`config.mk`:
```
export PLATFORM = sky130hd
export DESIGN_NAME = ipv6_slice_search_key
export DESIGN_NICKNAME = d
export VERILOG_FILES = /design/src/rtl/key_pkg.sv /design/src/rtl/tag_status_enc.sv /design/src/rtl/hop_limit_class.sv /design/src/rtl/ipv6_slice_search_key.sv
export VERILOG_INCLUDE_DIRS = /design/src /design/src/rtl
export SDC_FILE = /design/constraint.sdc
export NUM_CORES = 1
export LEC_CHECK = 0
export BUFFER_PORTS_ARGS = -buffer_cell sky130_fd_sc_hd__buf_4
export CAP_MARGIN = 20
export CELL_PAD_IN_SITES_DETAIL_PLACEMENT = 1
export CELL_PAD_IN_SITES_GLOBAL_PLACEMENT = 1
export CORE_AREA = 2 2 224 226
export CTS_CLUSTER_DIAMETER = 100
export CTS_CLUSTER_SIZE = 8
export DETAILED_ROUTE_END_ITERATION = 6
export DIE_AREA = 0 0 226 228
export GPL_TIMING_DRIVEN = 0
export PLACE_DENSITY_LB_ADDON = 0.1
export SETUP_SLACK_MARGIN = 0.2
export SLEW_MARGIN = 20
export SYNTH_ARGS = -nofsm -noshare
export SYNTH_HDL_FRONTEND = slang
export SYNTH_SLANG_ARGS = --single-unit
export TNS_END_PERCENT = 50
```
`constraint.sdc`:
```
create_clock -name ref_clk -period 1.8 [get_ports ref_clk]
set_input_delay 0.18 -clock ref_clk [delete_from_list [all_inputs] [get_ports ref_clk]]
set_output_delay 0.18 -clock ref_clk [all_outputs]
set_load 0.02 [all_outputs]
```
`src/rtl/key_map.svh`:
```
// Bit positions, register offsets, reset values and codes for the IPv6 slice key.
// Assumes inclusion by bare name from the rtl/ directory.
`ifndef KEY_MAP_SVH
`define KEY_MAP_SVH

`define KEY_W           232
`define KP_PORT_HI      231
`define KP_PORT_LO      224
`define KP_STAG_HI      223
`define KP_STAG_LO      222
`define KP_CTAG_HI      221
`define KP_CTAG_LO      220
`define KP_L2_HI        219
`define KP_L2_LO        218
`define KP_L3_HI        217
`define KP_L3_LO        216
`define KP_TC_HI        215
`define KP_TC_LO        208
`define KP_NH_HI        207
`define KP_NH_LO        200
`define KP_FRAG         199
`define KP_NONFIRST     198
`define KP_AUTH         197
`define KP_HOP_HI       196
`define KP_HOP_LO       195
`define KP_PPPOE        194
`define KP_RSV1         193
`define KP_UFV8         192
`define KP_UFV_HI       191
`define KP_UFV_LO       184
`define KP_SVAL_HI      183
`define KP_SVAL_LO      168
`define KP_CVAL_HI      167
`define KP_CVAL_LO      152
`define KP_UF_HI        151
`define KP_UF_LO        8
`define KP_RSV4_HI      7
`define KP_RSV4_LO      4
`define KP_SLICE_HI     3
`define KP_SLICE_LO     2
`define KP_SVALID_HI    1
`define KP_SVALID_LO    0

`define N_USER_FIELDS   9
`define UF_W            16
`define N_PORTS         8

`define L3_CODE_IPV6    2'h1
`define SLICE_VALID_ON  2'h3
`define TAG_NONE        2'h0
`define TAG_VID_ZERO    2'h1
`define TAG_VID_NZ      2'h3
`define HOP_ZERO        2'h0
`define HOP_ONE         2'h1
`define HOP_OTHER       2'h2
`define HOP_MAX         2'h3

`define APB_AW          12
`define REG_CTRL        12'h000
`define REG_PPPOE       12'h004
`define REG_STATUS      12'h008
`define CTRL_RST        3'h4
`define PPPOE_RST       8'h00
`define CTRL_SLICE_HI   1
`define CTRL_SLICE_LO   0
`define CTRL_ENABLE     2

`endif

```
`src/rtl/key_pkg.sv`:
```
// Types shared by the IPv6 slice key builder and its helpers.
// Assumes key_map.svh is on the include path.
`include "key_map.svh"

package key_pkg;
    typedef logic [`KEY_W-1:0] search_key_t;
    typedef logic [1:0]        tag_code_t;
    typedef logic [1:0]        hop_code_t;
    typedef logic [`UF_W-1:0]  user_field_t;
endpackage : key_pkg

```
`src/rtl/tag_status_enc.sv`:
```
// Encodes presence and identifier of one received VLAN tag into a 2-bit status.
// Assumes the tag is the 16-bit tag control word, identifier in the low 12 bits.
`include "key_map.svh"

module tag_status_enc
    import key_pkg::*;
(
    input  wire logic        present, // Tag was in the packet
    input  wire logic [15:0] tag,     // Tag control word
    output tag_code_t        code     // Status code
);
    always_comb begin
        if (!present) begin
            code = `TAG_NONE;
        end else if (tag[11:0] == 12'h000) begin
            code = `TAG_VID_ZERO;
        end else begin
            code = `TAG_VID_NZ;
        end
    end
endmodule // tag_status_enc

```
`src/rtl/hop_limit_class.sv`:
```
// Sorts an IPv6 hop limit into the 2-bit range code of the search key.
// Assumes an unsigned 8-bit hop limit from the parser.
`include "key_map.svh"

module hop_limit_class
    import key_pkg::*;
(
    input  wire logic [7:0] hop_limit, // Parsed hop limit
    output hop_code_t       code       // Range code
);
    always_comb begin
        case (hop_limit)
            8'h00:   code = `HOP_ZERO;
            8'h01:   code = `HOP_ONE;
            8'hff:   code = `HOP_MAX;
            default: code = `HOP_OTHER;
        endcase
    end
endmodule // hop_limit_class

```
`src/rtl/ipv6_slice_search_key.sv`:
```
// IPv6 search key builder for classifier slices 0..3, with an APB register slave.
// Assumes parser facts are valid in the pkt_valid cycle; key appears one cycle later.
`include "key_map.svh"

module ipv6_slice_search_key
    import key_pkg::*;
(
    input  wire logic                 ref_clk,            // Core clock
    input  wire logic                 reset,              // Sync reset, high
    // APB slave
    input  wire logic                 psel,               // Select
    input  wire logic                 penable,            // Access phase
    input  wire logic                 pwrite,             // Write
    input  wire logic [`APB_AW-1:0]   paddr,              // Byte address
    input  wire logic [31:0]          pwdata,             // Write data
    input  wire logic [3:0]           pstrb,              // Byte strobes
    output logic                      pready,             // Ready
    output logic [31:0]               prdata,             // Read data
    output logic                      pslverr,            // Error
    // Parser side
    input  wire logic                 pkt_valid,          // Packet facts valid
    input  wire logic                 is_ipv6,            // Packet classed IPv6
    input  wire logic [2:0]           ingress_port,       // Receiving port
    input  wire logic                 s_tag_present,      // Outer tag received
    input  wire logic [15:0]          s_tag,              // Outer tag word
    input  wire logic                 c_tag_present,      // Inner tag received
    input  wire logic [15:0]          c_tag,              // Inner tag word
    input  wire logic [15:0]          def_s_tag,          // Port default outer
    input  wire logic [15:0]          def_c_tag,          // Port default inner
    input  wire logic [1:0]           link_encap_code,    // Link framing
    input  wire logic [7:0]           traffic_class_byte, // Traffic class
    input  wire logic [7:0]           last_next_header,   // Last next header
    input  wire logic                 fragment_flag,      // Fragmented
    input  wire logic                 non_first_frag,     // Later fragment
    input  wire logic                 auth_header_flag,   // Authenticated
    input  wire logic [7:0]           hop_limit,          // Hop limit
    input  wire logic                 flag_a,             // Session stage seen
    input  wire logic [8:0]           user_field_valid,   // Field valid flags
    input  wire logic [143:0]         ipv6_user_field,    // Fields 8..0
    // Lookup side
    output search_key_t               key,                // Search key
    output logic                      key_valid           // Key pulse
);

    ////////////////////////////////////////////////////////////////////////////
    // Registers
    logic [2:0]  ctrl_q,      ctrl_d;
    logic [7:0]  pppoe_en_q,  pppoe_en_d;
    logic [15:0] built_q,     built_d;
    logic [15:0] skipped_q,   skipped_d;
    logic        pready_q,    pready_d;
    logic        pslverr_q,   pslverr_d;
    logic [31:0] prdata_q,    prdata_d;
    search_key_t key_q,       key_d;
    logic        key_valid_q, key_valid_d;

    logic        setup;
    logic        wr_fire;
    logic        mapped;
    logic [31:0] rd_mux;

    assign setup   = psel && !penable;
    assign wr_fire = psel && penable && pready_q && pwrite;
    assign mapped  = (paddr == `REG_CTRL) || (paddr == `REG_PPPOE) || (paddr == `REG_STATUS);

    always_comb begin
        rd_mux = 32'h0000_0000;
        case (paddr)
            `REG_CTRL:   rd_mux = {29'h0000_0000, ctrl_q};
            `REG_PPPOE:  rd_mux = {24'h00_0000, pppoe_en_q};
            `REG_STATUS: rd_mux = {skipped_q, built_q};
            default:     rd_mux = 32'h0000_0000;
        endcase
    end

    ////////////////////////////////////////////////////////////////////////////
    // APB slave: one wait-free access phase, ready for exactly one cycle
    always_comb begin
        pready_d   = setup;
        pslverr_d  = setup && !mapped;
        prdata_d   = setup ? rd_mux : prdata_q;
        ctrl_d     = ctrl_q;
        pppoe_en_d = pppoe_en_q;
        if (wr_fire && pstrb[0]) begin
            if (paddr == `REG_CTRL) begin
                ctrl_d = pwdata[2:0];
            end
            if (paddr == `REG_PPPOE) begin
                pppoe_en_d = pwdata[7:0];
            end
        end
    end

    always_ff @(posedge ref_clk) begin
        if (reset) begin
            pready_q   <= 1'b0;
            pslverr_q  <= 1'b0;
            prdata_q   <= 32'h0000_0000;
            ctrl_q     <= `CTRL_RST;
            pppoe_en_q <= `PPPOE_RST;
        end else begin
            pready_q   <= pready_d;
            pslverr_q  <= pslverr_d;
            prdata_q   <= prdata_d;
            ctrl_q     <= ctrl_d;
            pppoe_en_q <= pppoe_en_d;
        end
    end

    ////////////////////////////////////////////////////////////////////////////
    // Field encoders
    tag_code_t s_code;
    tag_code_t c_code;
    hop_code_t hop_code;

    tag_status_enc u_s_status (
        .present (s_tag_present),
        .tag     (s_tag),
        .code    (s_code)
    );

    tag_status_enc u_c_status (
        .present (c_tag_present),
        .tag     (c_tag),
        .code    (c_code)
    );

    hop_limit_class u_hop (
        .hop_limit (hop_limit),
        .code      (hop_code)
    );

    // pack fields 8..0, field k at bits 8+16k
    // invalid fields zeroed so stale parser data never reaches the match
    logic [143:0] uf_packed;
    genvar k;
    generate
        for (k = 0; k < `N_USER_FIELDS; k++) begin : g_uf
            assign uf_packed[k*16 +: 16] = user_field_valid[k] ? ipv6_user_field[k*16 +: 16] : 16'h0000;
        end
    endgenerate

    ////////////////////////////////////////////////////////////////////////////
    // Key assembly
    logic build;
    logic [7:0] port_onehot;

    // IPv6 layout only for IPv6 packets; others counted as skipped
    assign build       = pkt_valid && is_ipv6 && ctrl_q[`CTRL_ENABLE];
    assign port_onehot = 8'h01 << ingress_port;

    always_comb begin
        key_d       = key_q;
        key_valid_d = build;
        built_d     = built_q;
        skipped_d   = skipped_q;
        if (pkt_valid && !build) begin
            skipped_d = skipped_q + 16'h0001;
        end
        if (build) begin
            built_d = built_q + 16'h0001;
            // one 232-bit vector, port mask on top
            key_d = '0;
            key_d[`KP_PORT_HI:`KP_PORT_LO] = ~port_onehot;
            key_d[`KP_STAG_HI:`KP_STAG_LO] = s_code;
            key_d[`KP_CTAG_HI:`KP_CTAG_LO] = c_code;
            key_d[`KP_L2_HI:`KP_L2_LO] = link_encap_code;
            key_d[`KP_L3_HI:`KP_L3_LO] = `L3_CODE_IPV6;
            key_d[`KP_TC_HI:`KP_TC_LO] = traffic_class_byte;
            // last next header of the chain
            key_d[`KP_NH_HI:`KP_NH_LO] = last_next_header;
            key_d[`KP_FRAG]     = fragment_flag;
            key_d[`KP_NONFIRST] = non_first_frag;
            key_d[`KP_AUTH] = auth_header_flag;
            key_d[`KP_HOP_HI:`KP_HOP_LO] = hop_code;
            // session flag only on enabled ports, bit 193 zero
            key_d[`KP_PPPOE] = flag_a && pppoe_en_q[ingress_port];
            key_d[`KP_RSV1]  = 1'b0;
            // valid flags of fields 8 and 7..0
            key_d[`KP_UFV8]                = user_field_valid[8];
            key_d[`KP_UFV_HI:`KP_UFV_LO]   = user_field_valid[7:0];
            // outer tag from packet or port default
            key_d[`KP_SVAL_HI:`KP_SVAL_LO] = s_tag_present ? s_tag : def_s_tag;
            // inner tag, upper byte 167:160, lower 159:152
            key_d[`KP_CVAL_HI:`KP_CVAL_LO] = c_tag_present ? c_tag : def_c_tag;
            // IPv6 user field set into its slot
            key_d[`KP_UF_HI:`KP_UF_LO] = uf_packed;
            key_d[`KP_RSV4_HI:`KP_RSV4_LO]   = 4'h0;
            key_d[`KP_SLICE_HI:`KP_SLICE_LO] = ctrl_q[`CTRL_SLICE_HI:`CTRL_SLICE_LO];
            // slice valid pair so programmed rules see the slice
            key_d[`KP_SVALID_HI:`KP_SVALID_LO] = `SLICE_VALID_ON;
        end
    end

    always_ff @(posedge ref_clk) begin
        if (reset) begin
            key_q       <= '0;
            key_valid_q <= 1'b0;
            built_q     <= 16'h0000;
            skipped_q   <= 16'h0000;
        end else begin
            key_q       <= key_d;
            key_valid_q <= key_valid_d;
            built_q     <= built_d;
            skipped_q   <= skipped_d;
        end
    end

    assign pready    = pready_q;
    assign pslverr   = pslverr_q;
    assign prdata    = prdata_q;
    assign key       = key_q;
    assign key_valid = key_valid_q;
endmodule // ipv6_slice_search_key

```
==> run summary, run 1 <==
The cell row count is 82. The top-area cell type share of the netlist area came out at 0.524. Counting stages on the worst path, the most repeated cell is buf_6.

The aggregate global-route resource usage is 0.212. The critical path startpoint is ctrl_q[2]$_SDFFE_PP1P_. Setup violations remaining at the end of the flow were counted as 0.

The critical path class is reg -> reg. Setup repair after global routing could not meet its margin everywhere. The first-pass iteration count of the detailed router is 4. The final count of hold timing violations came out at 0. The number of enable flip-flop cells after synthesis came out at 0. In the final layout, the share of cells above drive strength 1 is 0.319.

The starting DRC count in detailed routing came out at 348. The worst setup slack for register-to-register paths came out at 230 ps. The core area came out at 49300 sq um. The number of H-tree levels is 2. The cell family contributing the most delay on the critical path is simple AND/OR/NAND/NOR gates. The endpoint identified for the worst register-to-register timing path is built_q[14]$_SDFFE_PP0P_.

The aggregate negative setup slack came out at 0 ps. The final critical path time including I/O delays and setup is 1570 ps. The routed length per instance is 19.6 um. The type of the most critical hold path is in -> reg. The max-slew violation total from the final report is 0. The wire length of the first global-routing pass came out at 83600 um. The met3 routing resource usage after global routing came out at 0.0698.

The data arrival at the endpoint of the critical path came out at 2060 ps. Traced cell by cell, the critical path runs through and4_1 > buf_6 > nand4_1 > buf_6 > or4_4 > a21oi_2. Across the run, the number of max-cap violations was 0. The count of buffers from port buffering came out at 525. The global-route met1 utilization is 0.239. The worst slew margin relative to its limit is 0.520.

Across the routed clock network, the largest skew measured is 26.0 ps. The met2 demand-to-capacity share in global routing came out at 0.369. The clock latency on the worst-skew pair is 570 ps. The top fanout value on the critical path is 7.

In this run the critical register-to-register path is launched from ctrl_q[2]$_SDFFE_PP1P_. The width of the die is 226 um. In this run the most critical hold path is launched from user_field_valid[3]. The number of unique standard cell types used by synthesis is 50.

Of the synthesized area, sequential elements account for 0.524. The cell with the largest stage delay on the worst path is or4_4. The die area came out at 51500 sq um. The number of nets still failing antenna checks after routing is 0. The number of antenna violations at the first check in global routing is 8. STA puts the critical path data required time at 2290 ps.

The number of global-route vias before repair is 14.0k. The share of synthesized registers carrying an async set or reset came out at 0. The estimated wirelength of the detail-placed design came out at 42300 um. In the post-synthesis netlist, the biggest area contributors are dfxtp_1, a21oi_1, nand2_1. The final design utilization came out at 0.408. The maximum clock insertion buffer count is 3.

Summed over all instances, the cell type with the most area after synthesis is dfxtp_1. The final layout net count is 2476. After synthesis, the mean cell area works out to 8.50 sq um. The longest individual stage delay on the worst path came out at 420 ps. The detailed-route vias per instance is 4.58. After detailed routing, the number of remaining DRC violations is 0.

For this design the static power due to leakage is 0.00836 uW. The endpoint class of the critical path is a flop. The tree built by TritonCTS fans out to 302 sinks. During synthesis, Yosys emitted a total of 0 warnings.

STA classifies the critical path startpoint as a flop. The flow ran to the end, and the final reports show no timing, DRC or antenna violations. The cell sitting at the root of the clock tree is a clkbuf_16. In this run the power density over the cells is 836 nW/um^2. For hold timing, the worst endpoint is key[58]$_SDFFE_PP0P_. In the synthesized netlist the dominant register cell turns out to be dfxtp_1. The layer carrying the most global-route usage is met2. The instance count along the most critical hold path came out at 3. The residual overflow from global routing is 0.

The overall die height is 228 um. For the pin with the worst max-slew slack, the measured transition is 719 ps. The final clock period utilization by the worst path came out at 0.872. The clock transition time at the flip-flop clock pins of the worst setup and hold paths is 50 ps. The number of buffer and inverter stages on the critical path is 2. The number of buffers created by CTS came out at 43. Entering global routing, the biggest net connects 12 pins. The count of mapped cells out of synthesis is 1357. The maximum ir drop on the vdd rail came out at 551 uV. TritonCTS built the clock tree. The number of I/O pins came out at 574. The layout overhead on the synthesized area is 74.7%.

The routability congestion estimate came out at 0.788. The routed via count is 13.0k. The highest achievable clock rate came out at 637 MHz. The effective utilization at floorplan came out at 0.234. Measured in cells, the most critical reg-to-reg path has a length of 6.

The synthesized design contains 302 register bits. The synthesized area is 11500 sq um. The routed wire length came out at 55700 um.
## placed cells by master (no fill, tap or decap), types with 6 or more instances in the layout
master,n
o21ai_0,23
buf_2,7
a21oi_2,8
clkbuf_2,29
clkbuf_16,44
buf_4,545
buf_6,7
nor3_1,8
nand4_1,24
a21oi_1,198
nand3_1,163
xor2_1,12
mux2i_1,35
dlygate4sd3_1,229
conb_1,6
and3_1,6
dfxtp_1,288
clkbuf_1,51
nand2_1,236
buf_1,7
nor4_1,9
dfxtp_2,13
a22o_1,24
nor2_1,69
xnor2_1,8
a211oi_1,33
clkbuf_4,10
## how the worst max path moves through the flow
stage	end	slack, ps	cells past startpoint
3_5_place_dp	key[186]$_SDFFE_PP0P_	-900	6
4_1_cts	built_q[15]$_SDFFE_PP0P_	40	4
5_1_grt	built_q[14]$_SDFFE_PP0P_	130	6
2_1_floorplan	prdata[11]$_SDFFE_PP0P_	200	6
3_3_place_gp	key[186]$_SDFFE_PP0P_	-850	6
6_report	built_q[14]$_SDFFE_PP0P_	230	6
## metal layers
metal | part of all wire | vias to the layer above
met5 | 0.00059 | -
met4 | 0.035 | 6
met3 | 0.075 | 103
met2 | 0.49 | 392
met1 | 0.39 | 6188
li1 | - | 6342
## sequential cells by signal, indices dropped and copies added, names as in the netlist
| name | flops |
|---|---|
| built_q | 16 |
| ctrl_q | 3 |
| skipped_q | 16 |
| prdata | 32 |
| pslverr | 1 |
| key_valid | 1 |
| pready | 1 |
| key | 224 |
| pppoe_en_q | 8 |
## cell families after synthesis
family	synth area share
other	0.000325
and+or+nand+nor	0.219
adders and majority gates	0.00217
xor gates and xnor gates	0.0152
AOI/OAI and AO/OA	0.154
DFF	0.524
buffers and inverters	0.0487
muxes	0.0362
## per-stage QoR
step / setup WS, ps / std cells / cell area [sq um] / hold slack (ps) / power [uW]
global placement: -851 / 2559 / 16300 / 421 / 9150
detailed placement: -900 / 2559 / 16300 / 429 / 9180
finish: 230 / 2846 / 20100 / 15.5 / 16800
CTS: 38.3 / 2834 / 19900 / 0.622 / 17100
global route: 133 / 2845 / 20100 / 9.19 / 17600
floorplan: 199 / 1362 / 11600 / 283 / 8020
## cell usage after synthesis (all sizes together), types with 2 or more instances
library cell    n
mux2            2
o2bb2ai         3
or3             4
nor4           11
a22o           24
nor2b           3
ha              2
and3            7
buf            26
dfxtp         302
o21ai          23
nor3            8
xnor2           8
nor4b           2
nand4b          2
nor2           69
a211oi         33
a21boi          2
mux2i          35
mux4            2
o31ai           5
nand4          24
or4             8
and4            4
xor2           12
clkbuf        104
inv             5
and2            2
a22oi           5
nand2         236
a21oi         206
nand3         165
## power breakdown
| group | switching (uW) | leakage (uW) | internal (uW) |
|---|---|---|---|
| sequential | 118 | 0.00246 | 6900 |
| clock | 3000 | 0.000561 | 4320 |
| combinational | 1250 | 0.00534 | 1230 |
## layout make-up
type,count,area (sq um)
Antenna cell,5,12.5
Buffer,129,721
Clock buffer,45,1110
Clock inverter,2,25.0
Fill cell,5797,29200
Inverter,5,18.8
Multi-Input combinational cell,925,5050
Sequential cell,302,6070
Tap cell,672,841
Timing Repair Buffer,761,6290
## worst min-delay path, cell delays in order
cell      delay, ps
clkbuf_1        170
nand3_1         110
a21oi_1          60
## timing repair
action / in CTS / in global routing
cloned: 0 / 1
gates resized for setup: 61 / 103
pin swaps: 1 / 8
endpoints found under the hold margin: 205 / 1
hold buffers: 228 / 1
setup endpoints to repair: 261 / 253
buffers inserted: 1 / 5
Power figures use the tool's default switching activity.
==> run 2, diff against run 1 <==
--- a/config.mk
+++ b/config.mk
@@ -6,15 +6,16 @@
 export SDC_FILE = /design/constraint.sdc
 export NUM_CORES = 1
 export LEC_CHECK = 0
+export ABC_AREA = 1
 export BUFFER_PORTS_ARGS = -buffer_cell sky130_fd_sc_hd__buf_4
 export CAP_MARGIN = 20
 export CELL_PAD_IN_SITES_DETAIL_PLACEMENT = 1
 export CELL_PAD_IN_SITES_GLOBAL_PLACEMENT = 1
-export CORE_AREA = 2 2 224 226
+export CORE_AREA = 2 2 223 225
 export CTS_CLUSTER_DIAMETER = 100
 export CTS_CLUSTER_SIZE = 8
 export DETAILED_ROUTE_END_ITERATION = 6
-export DIE_AREA = 0 0 226 228
+export DIE_AREA = 0 0 225 227
 export GPL_TIMING_DRIVEN = 0
 export PLACE_DENSITY_LB_ADDON = 0.1
 export SETUP_SLACK_MARGIN = 0.2
==> run summary, run 2 <==
Result of the run: completed (unchanged). The layout overhead on the synthesized area came out at 76.2% (was 74.7%). The width of the die came out at 225 um (was 226 um). The layout cell share with drive strength beyond 1 was 0.295 (was 0.319). The routed wire length came out at 53500 um (was 55700 um).

The number of flip-flops in the largest register came to 224 (unchanged). The startpoint of the lowest-slack register-to-register path was skipped_q[0]$_SDFFE_PP0P_ (was ctrl_q[2]$_SDFFE_PP1P_). The residual overflow from global routing is 0 (unchanged).

The final clock period utilization by the worst path is 0.867 (was 0.872). Leading post-synthesis cells by cell area: dfxtp_1, nand2_1, a21oi_1 (was dfxtp_1, a21oi_1, nand2_1). Unrepaired setup endpoints after global routing: true (unchanged).

The routed via count is 13.1k (was 13.0k). The number of nets still failing antenna checks after routing is 0 (unchanged). The power per cell area is 845 nW/um^2 (was 836 nW/um^2). The compound-gate portion of the synthesized area is 0.171 (was 0.154). The routability congestion estimate is 0.783 (was 0.788).

The die area came out at 51100 sq um (was 51500 sq um). The maximum clock insertion buffer count came out at 3 (unchanged). The transition time at the pin with the least slew margin came to 723 ps (was 719 ps). The fraction of synthesized area in multiplexers came out at 0.0280 (was 0.0362).

The number of global-route vias before repair came out at 13.9k (was 14.0k). The sequential share of the synthesized area is 0.528 (was 0.524). The final critical path time including I/O delays and setup is 1560 ps (was 1570 ps). Most numerous cell types in the synthesized netlist: nand2_1, dfxtp_1, a21oi_1, o21ai_0, nor2_1 (was dfxtp_1, nand2_1, a21oi_1, nand3_1, clkbuf_1). The first-pass iteration count of the detailed router is 4 (unchanged).

The core area came to 48500 sq um (was 49300 sq um). The number of H-tree levels came to 2 (unchanged). The cell row count is 81 (was 82).

The critical path class is reg -> reg (unchanged). The maximum ir drop on the vdd rail is 505 uV (was 551 uV). The number of warnings reported in the yosys synthesis log came out at 0 (unchanged).

The instance area at placement came out at 16300 sq um (about the same). The share of synthesized registers carrying an async set or reset is 0 (unchanged). The number of I/O pins is 574 (unchanged). The leakage component of the power came out at 0.00880 uW (was 0.00836 uW).

The data arrival at the endpoint of the critical path came out at 2000 ps (was 2060 ps). The total of endpoints with negative setup slack in the final report came out at 0 (unchanged). The top cell type by total area after synthesis is dfxtp_1 (unchanged).

The clock tree from TritonCTS is built (unchanged). The required time of the critical path is 2230 ps (was 2290 ps). The most common cell after layout, fill and taps aside is buf_4 (unchanged).

The post-detailed-route DRC marker count is 0 (unchanged). The top-area cell type share of the netlist area is 0.528 (was 0.524). The worst min-delay path startpoint is s_tag[3] (was user_field_valid[3]). The clock root buffer master is clkbuf_16 (unchanged). The total chip power came out at 17100 uW (was 16800 uW). The instance count along the most critical hold path was 5 (was 3). The detailed-route vias per instance came out at 4.44 (was 4.58). The post-layout instance count excluding filler cells is 2951 (was 2846).

The capturing point of the worst reg2reg path was skipped_q[14]$_SDFFE_PP0P_ (was built_q[14]$_SDFFE_PP0P_). The number of unique standard cell types used by synthesis is 32 (was 50). The final design utilization is 0.416 (was 0.408).

The combinational family with the most area after synthesis is simple AND/OR/NAND/NOR gates (unchanged). The most instantiated library cell after synthesis is nand2_1 (was dfxtp_1). The clock transition time at the flip-flop clock pins of the worst setup and hold paths is 50 ps (about the same).

The top fanout value on the critical path came out at 5 (was 7). The worst hold margin is 49.8 ps (was 15.5 ps). The clock latency on the worst-skew pair is 560 ps (was 570 ps).

The share of synthesized cell area in and, or, nand and nor gates came out at 0.208 (was 0.219). The synthesized area is 11500 sq um (about the same). The max-slew violation total from the final report is 0 (unchanged).

The number of cells on the worst reg-to-reg path is 8 (was 6). The starting DRC count in detailed routing came out at 385 (was 348). The number of buffers created by CTS is 43 (unchanged). The startpoint type of the worst setup path was a flop (unchanged).

The hold path endpoint is key[223]$_SDFFE_PP0P_ (was key[58]$_SDFFE_PP0P_). The overall die height came to 227 um (was 228 um). The wire length of the first global-routing pass came out at 79400 um (was 83600 um). The cell total after placement came out at 2636 (was 2559).

The commonest register cell after synthesis is dfxtp_1 (unchanged). The final layout net count came out at 2636 (was 2476). The pin count of the biggest net entering global routing came out at 11 (was 12). The highest achievable clock rate came out at 640 MHz (was 637 MHz). Commonest cells after routing, fill and taps aside: buf_4, nand2_1, dfxtp_1 (was buf_4, dfxtp_1, nand2_1).

The routed length per instance is 18.1 um (was 19.6 um). The final count of hold timing violations is 0 (unchanged). The flip-flop and latch count after synthesis is 302 (unchanged). The worst setup slack for register-to-register paths was 240 ps (was 230 ps).

The number of antenna violations at the first check in global routing is 2 (was 8). The effective utilization at floorplan is 0.236 (was 0.234). The worst slew margin relative to its limit came out at 0.518 (was 0.520). The xor/xnor share of the synthesized area came out at 0.000765 (was 0.0152).

The average footprint of a synthesized cell came out at 7.78 sq um (was 8.50 sq um). The aggregate global-route resource usage is 0.200 (was 0.212). The adder-cell share of the synthesized area came out at 0.00218 (was 0.00217). The count of buffers from port buffering is 537 (was 525). The endpoint class of the critical path is a flop (unchanged). The setup skew after layout is 18.3 ps (was 26.0 ps).

The final instance area came out at 20200 sq um (was 20100 sq um). The type of the most critical hold path is in -> reg (unchanged). The number of enable flip-flop cells after synthesis came out at 0 (unchanged). The max-cap violation count came out at 0 (unchanged). The estimated wirelength of the detail-placed design came to 40200 um (was 42300 um).

The count of mapped cells out of synthesis is 1472 (was 1357). The total number of clock tree sinks is 302 (unchanged).
-- run 2: area by class of cell --
cell class / count / area, sq um
Fill cell: 5785 / 28400
Timing Repair Buffer: 805 / 6700
Sequential cell: 302 / 6050
Multi-Input combinational cell: 1019 / 4740
Clock buffer: 46 / 1140
Tap cell: 622 / 778
Buffer: 98 / 558
Inverter: 58 / 220
Antenna cell: 1 / 2.50
-- run 2: worst max-delay path, stage by stage (launching register included) --
cell and delay, ps:
dfxtp_1 390, ha_1 200, nand2_1 90, nor2_2 220, nand3_1 190, nor2_2 170, nand3_1 90, nand2_1 70
nor2_1 40
-- run 2: logic make-up after synthesis --
logic type	count (synthesis)
AOI/OAI and AO/OA	386
other	1
and+or+nand+nor	592
adders and majority gates	2
xor gates and xnor gates	1
buffers and inverters	156
DFF	302
muxes	32
-- run 2: routing by layer --
layer / track usage / up-vias / wire length (um)
met3: 0.0536 / 89 / 3260
met2: 0.360 / 309 / 26900
met1: 0.229 / 6197 / 21900
met5: 0 / - / 11
met4: 0.0699 / 2 / 1530
li1: - / 6515 / -
-- run 2: repair_timing --
action / CTS / global route
gates resized for setup: 18 / 28
setup endpoints to repair: 173 / 123
pin swaps: 2 / 1
setup buffers: 8 / 4
endpoints found under the hold margin: 227 / 0
hold buffers: 256 / 0
-- run 2: worst max-delay path by stage --
| stage | start | endpoint | slack (ps) | cells past startpoint |
|---|---|---|---|---|
| 2_1_floorplan | skipped_q[0]$_SDFFE_PP0P_ | skipped_q[14]$_SDFFE_PP0P_ | 430 | 8 |
| 3_3_place_gp | reset | skipped_q[8]$_SDFFE_PP0P_ | -120 | 6 |
| 3_5_place_dp | reset | skipped_q[8]$_SDFFE_PP0P_ | -120 | 6 |
| 4_1_cts | pready$_SDFF_PP0_ | pppoe_en_q[6]$_SDFFE_PP0P_ | 130 | 6 |
| 5_1_grt | skipped_q[0]$_SDFFE_PP0P_ | skipped_q[14]$_SDFFE_PP0P_ | 110 | 8 |
| 6_report | skipped_q[0]$_SDFFE_PP0P_ | skipped_q[14]$_SDFFE_PP0P_ | 240 | 8 |
-- run 2: power by group --
part | switching (uW) | internal [uW] | leakage (uW) | total [uW]
clock network | 2950 | 4390 | 0.000562 | 7350
logic | 1280 | 1340 | 0.00578 | 2630
registers | 139 | 6950 | 0.00246 | 7090
total | 4380 | 12700 | 0.00880 | 17100
-- run 2: per-stage QoR --
stage	worst slack, ps	TNS (ps)
after floorplan	431	0
after global placement	-121	-839
after detailed placement	-122	-1060
after CTS	127	0
after global routing	108	0
final	239	0
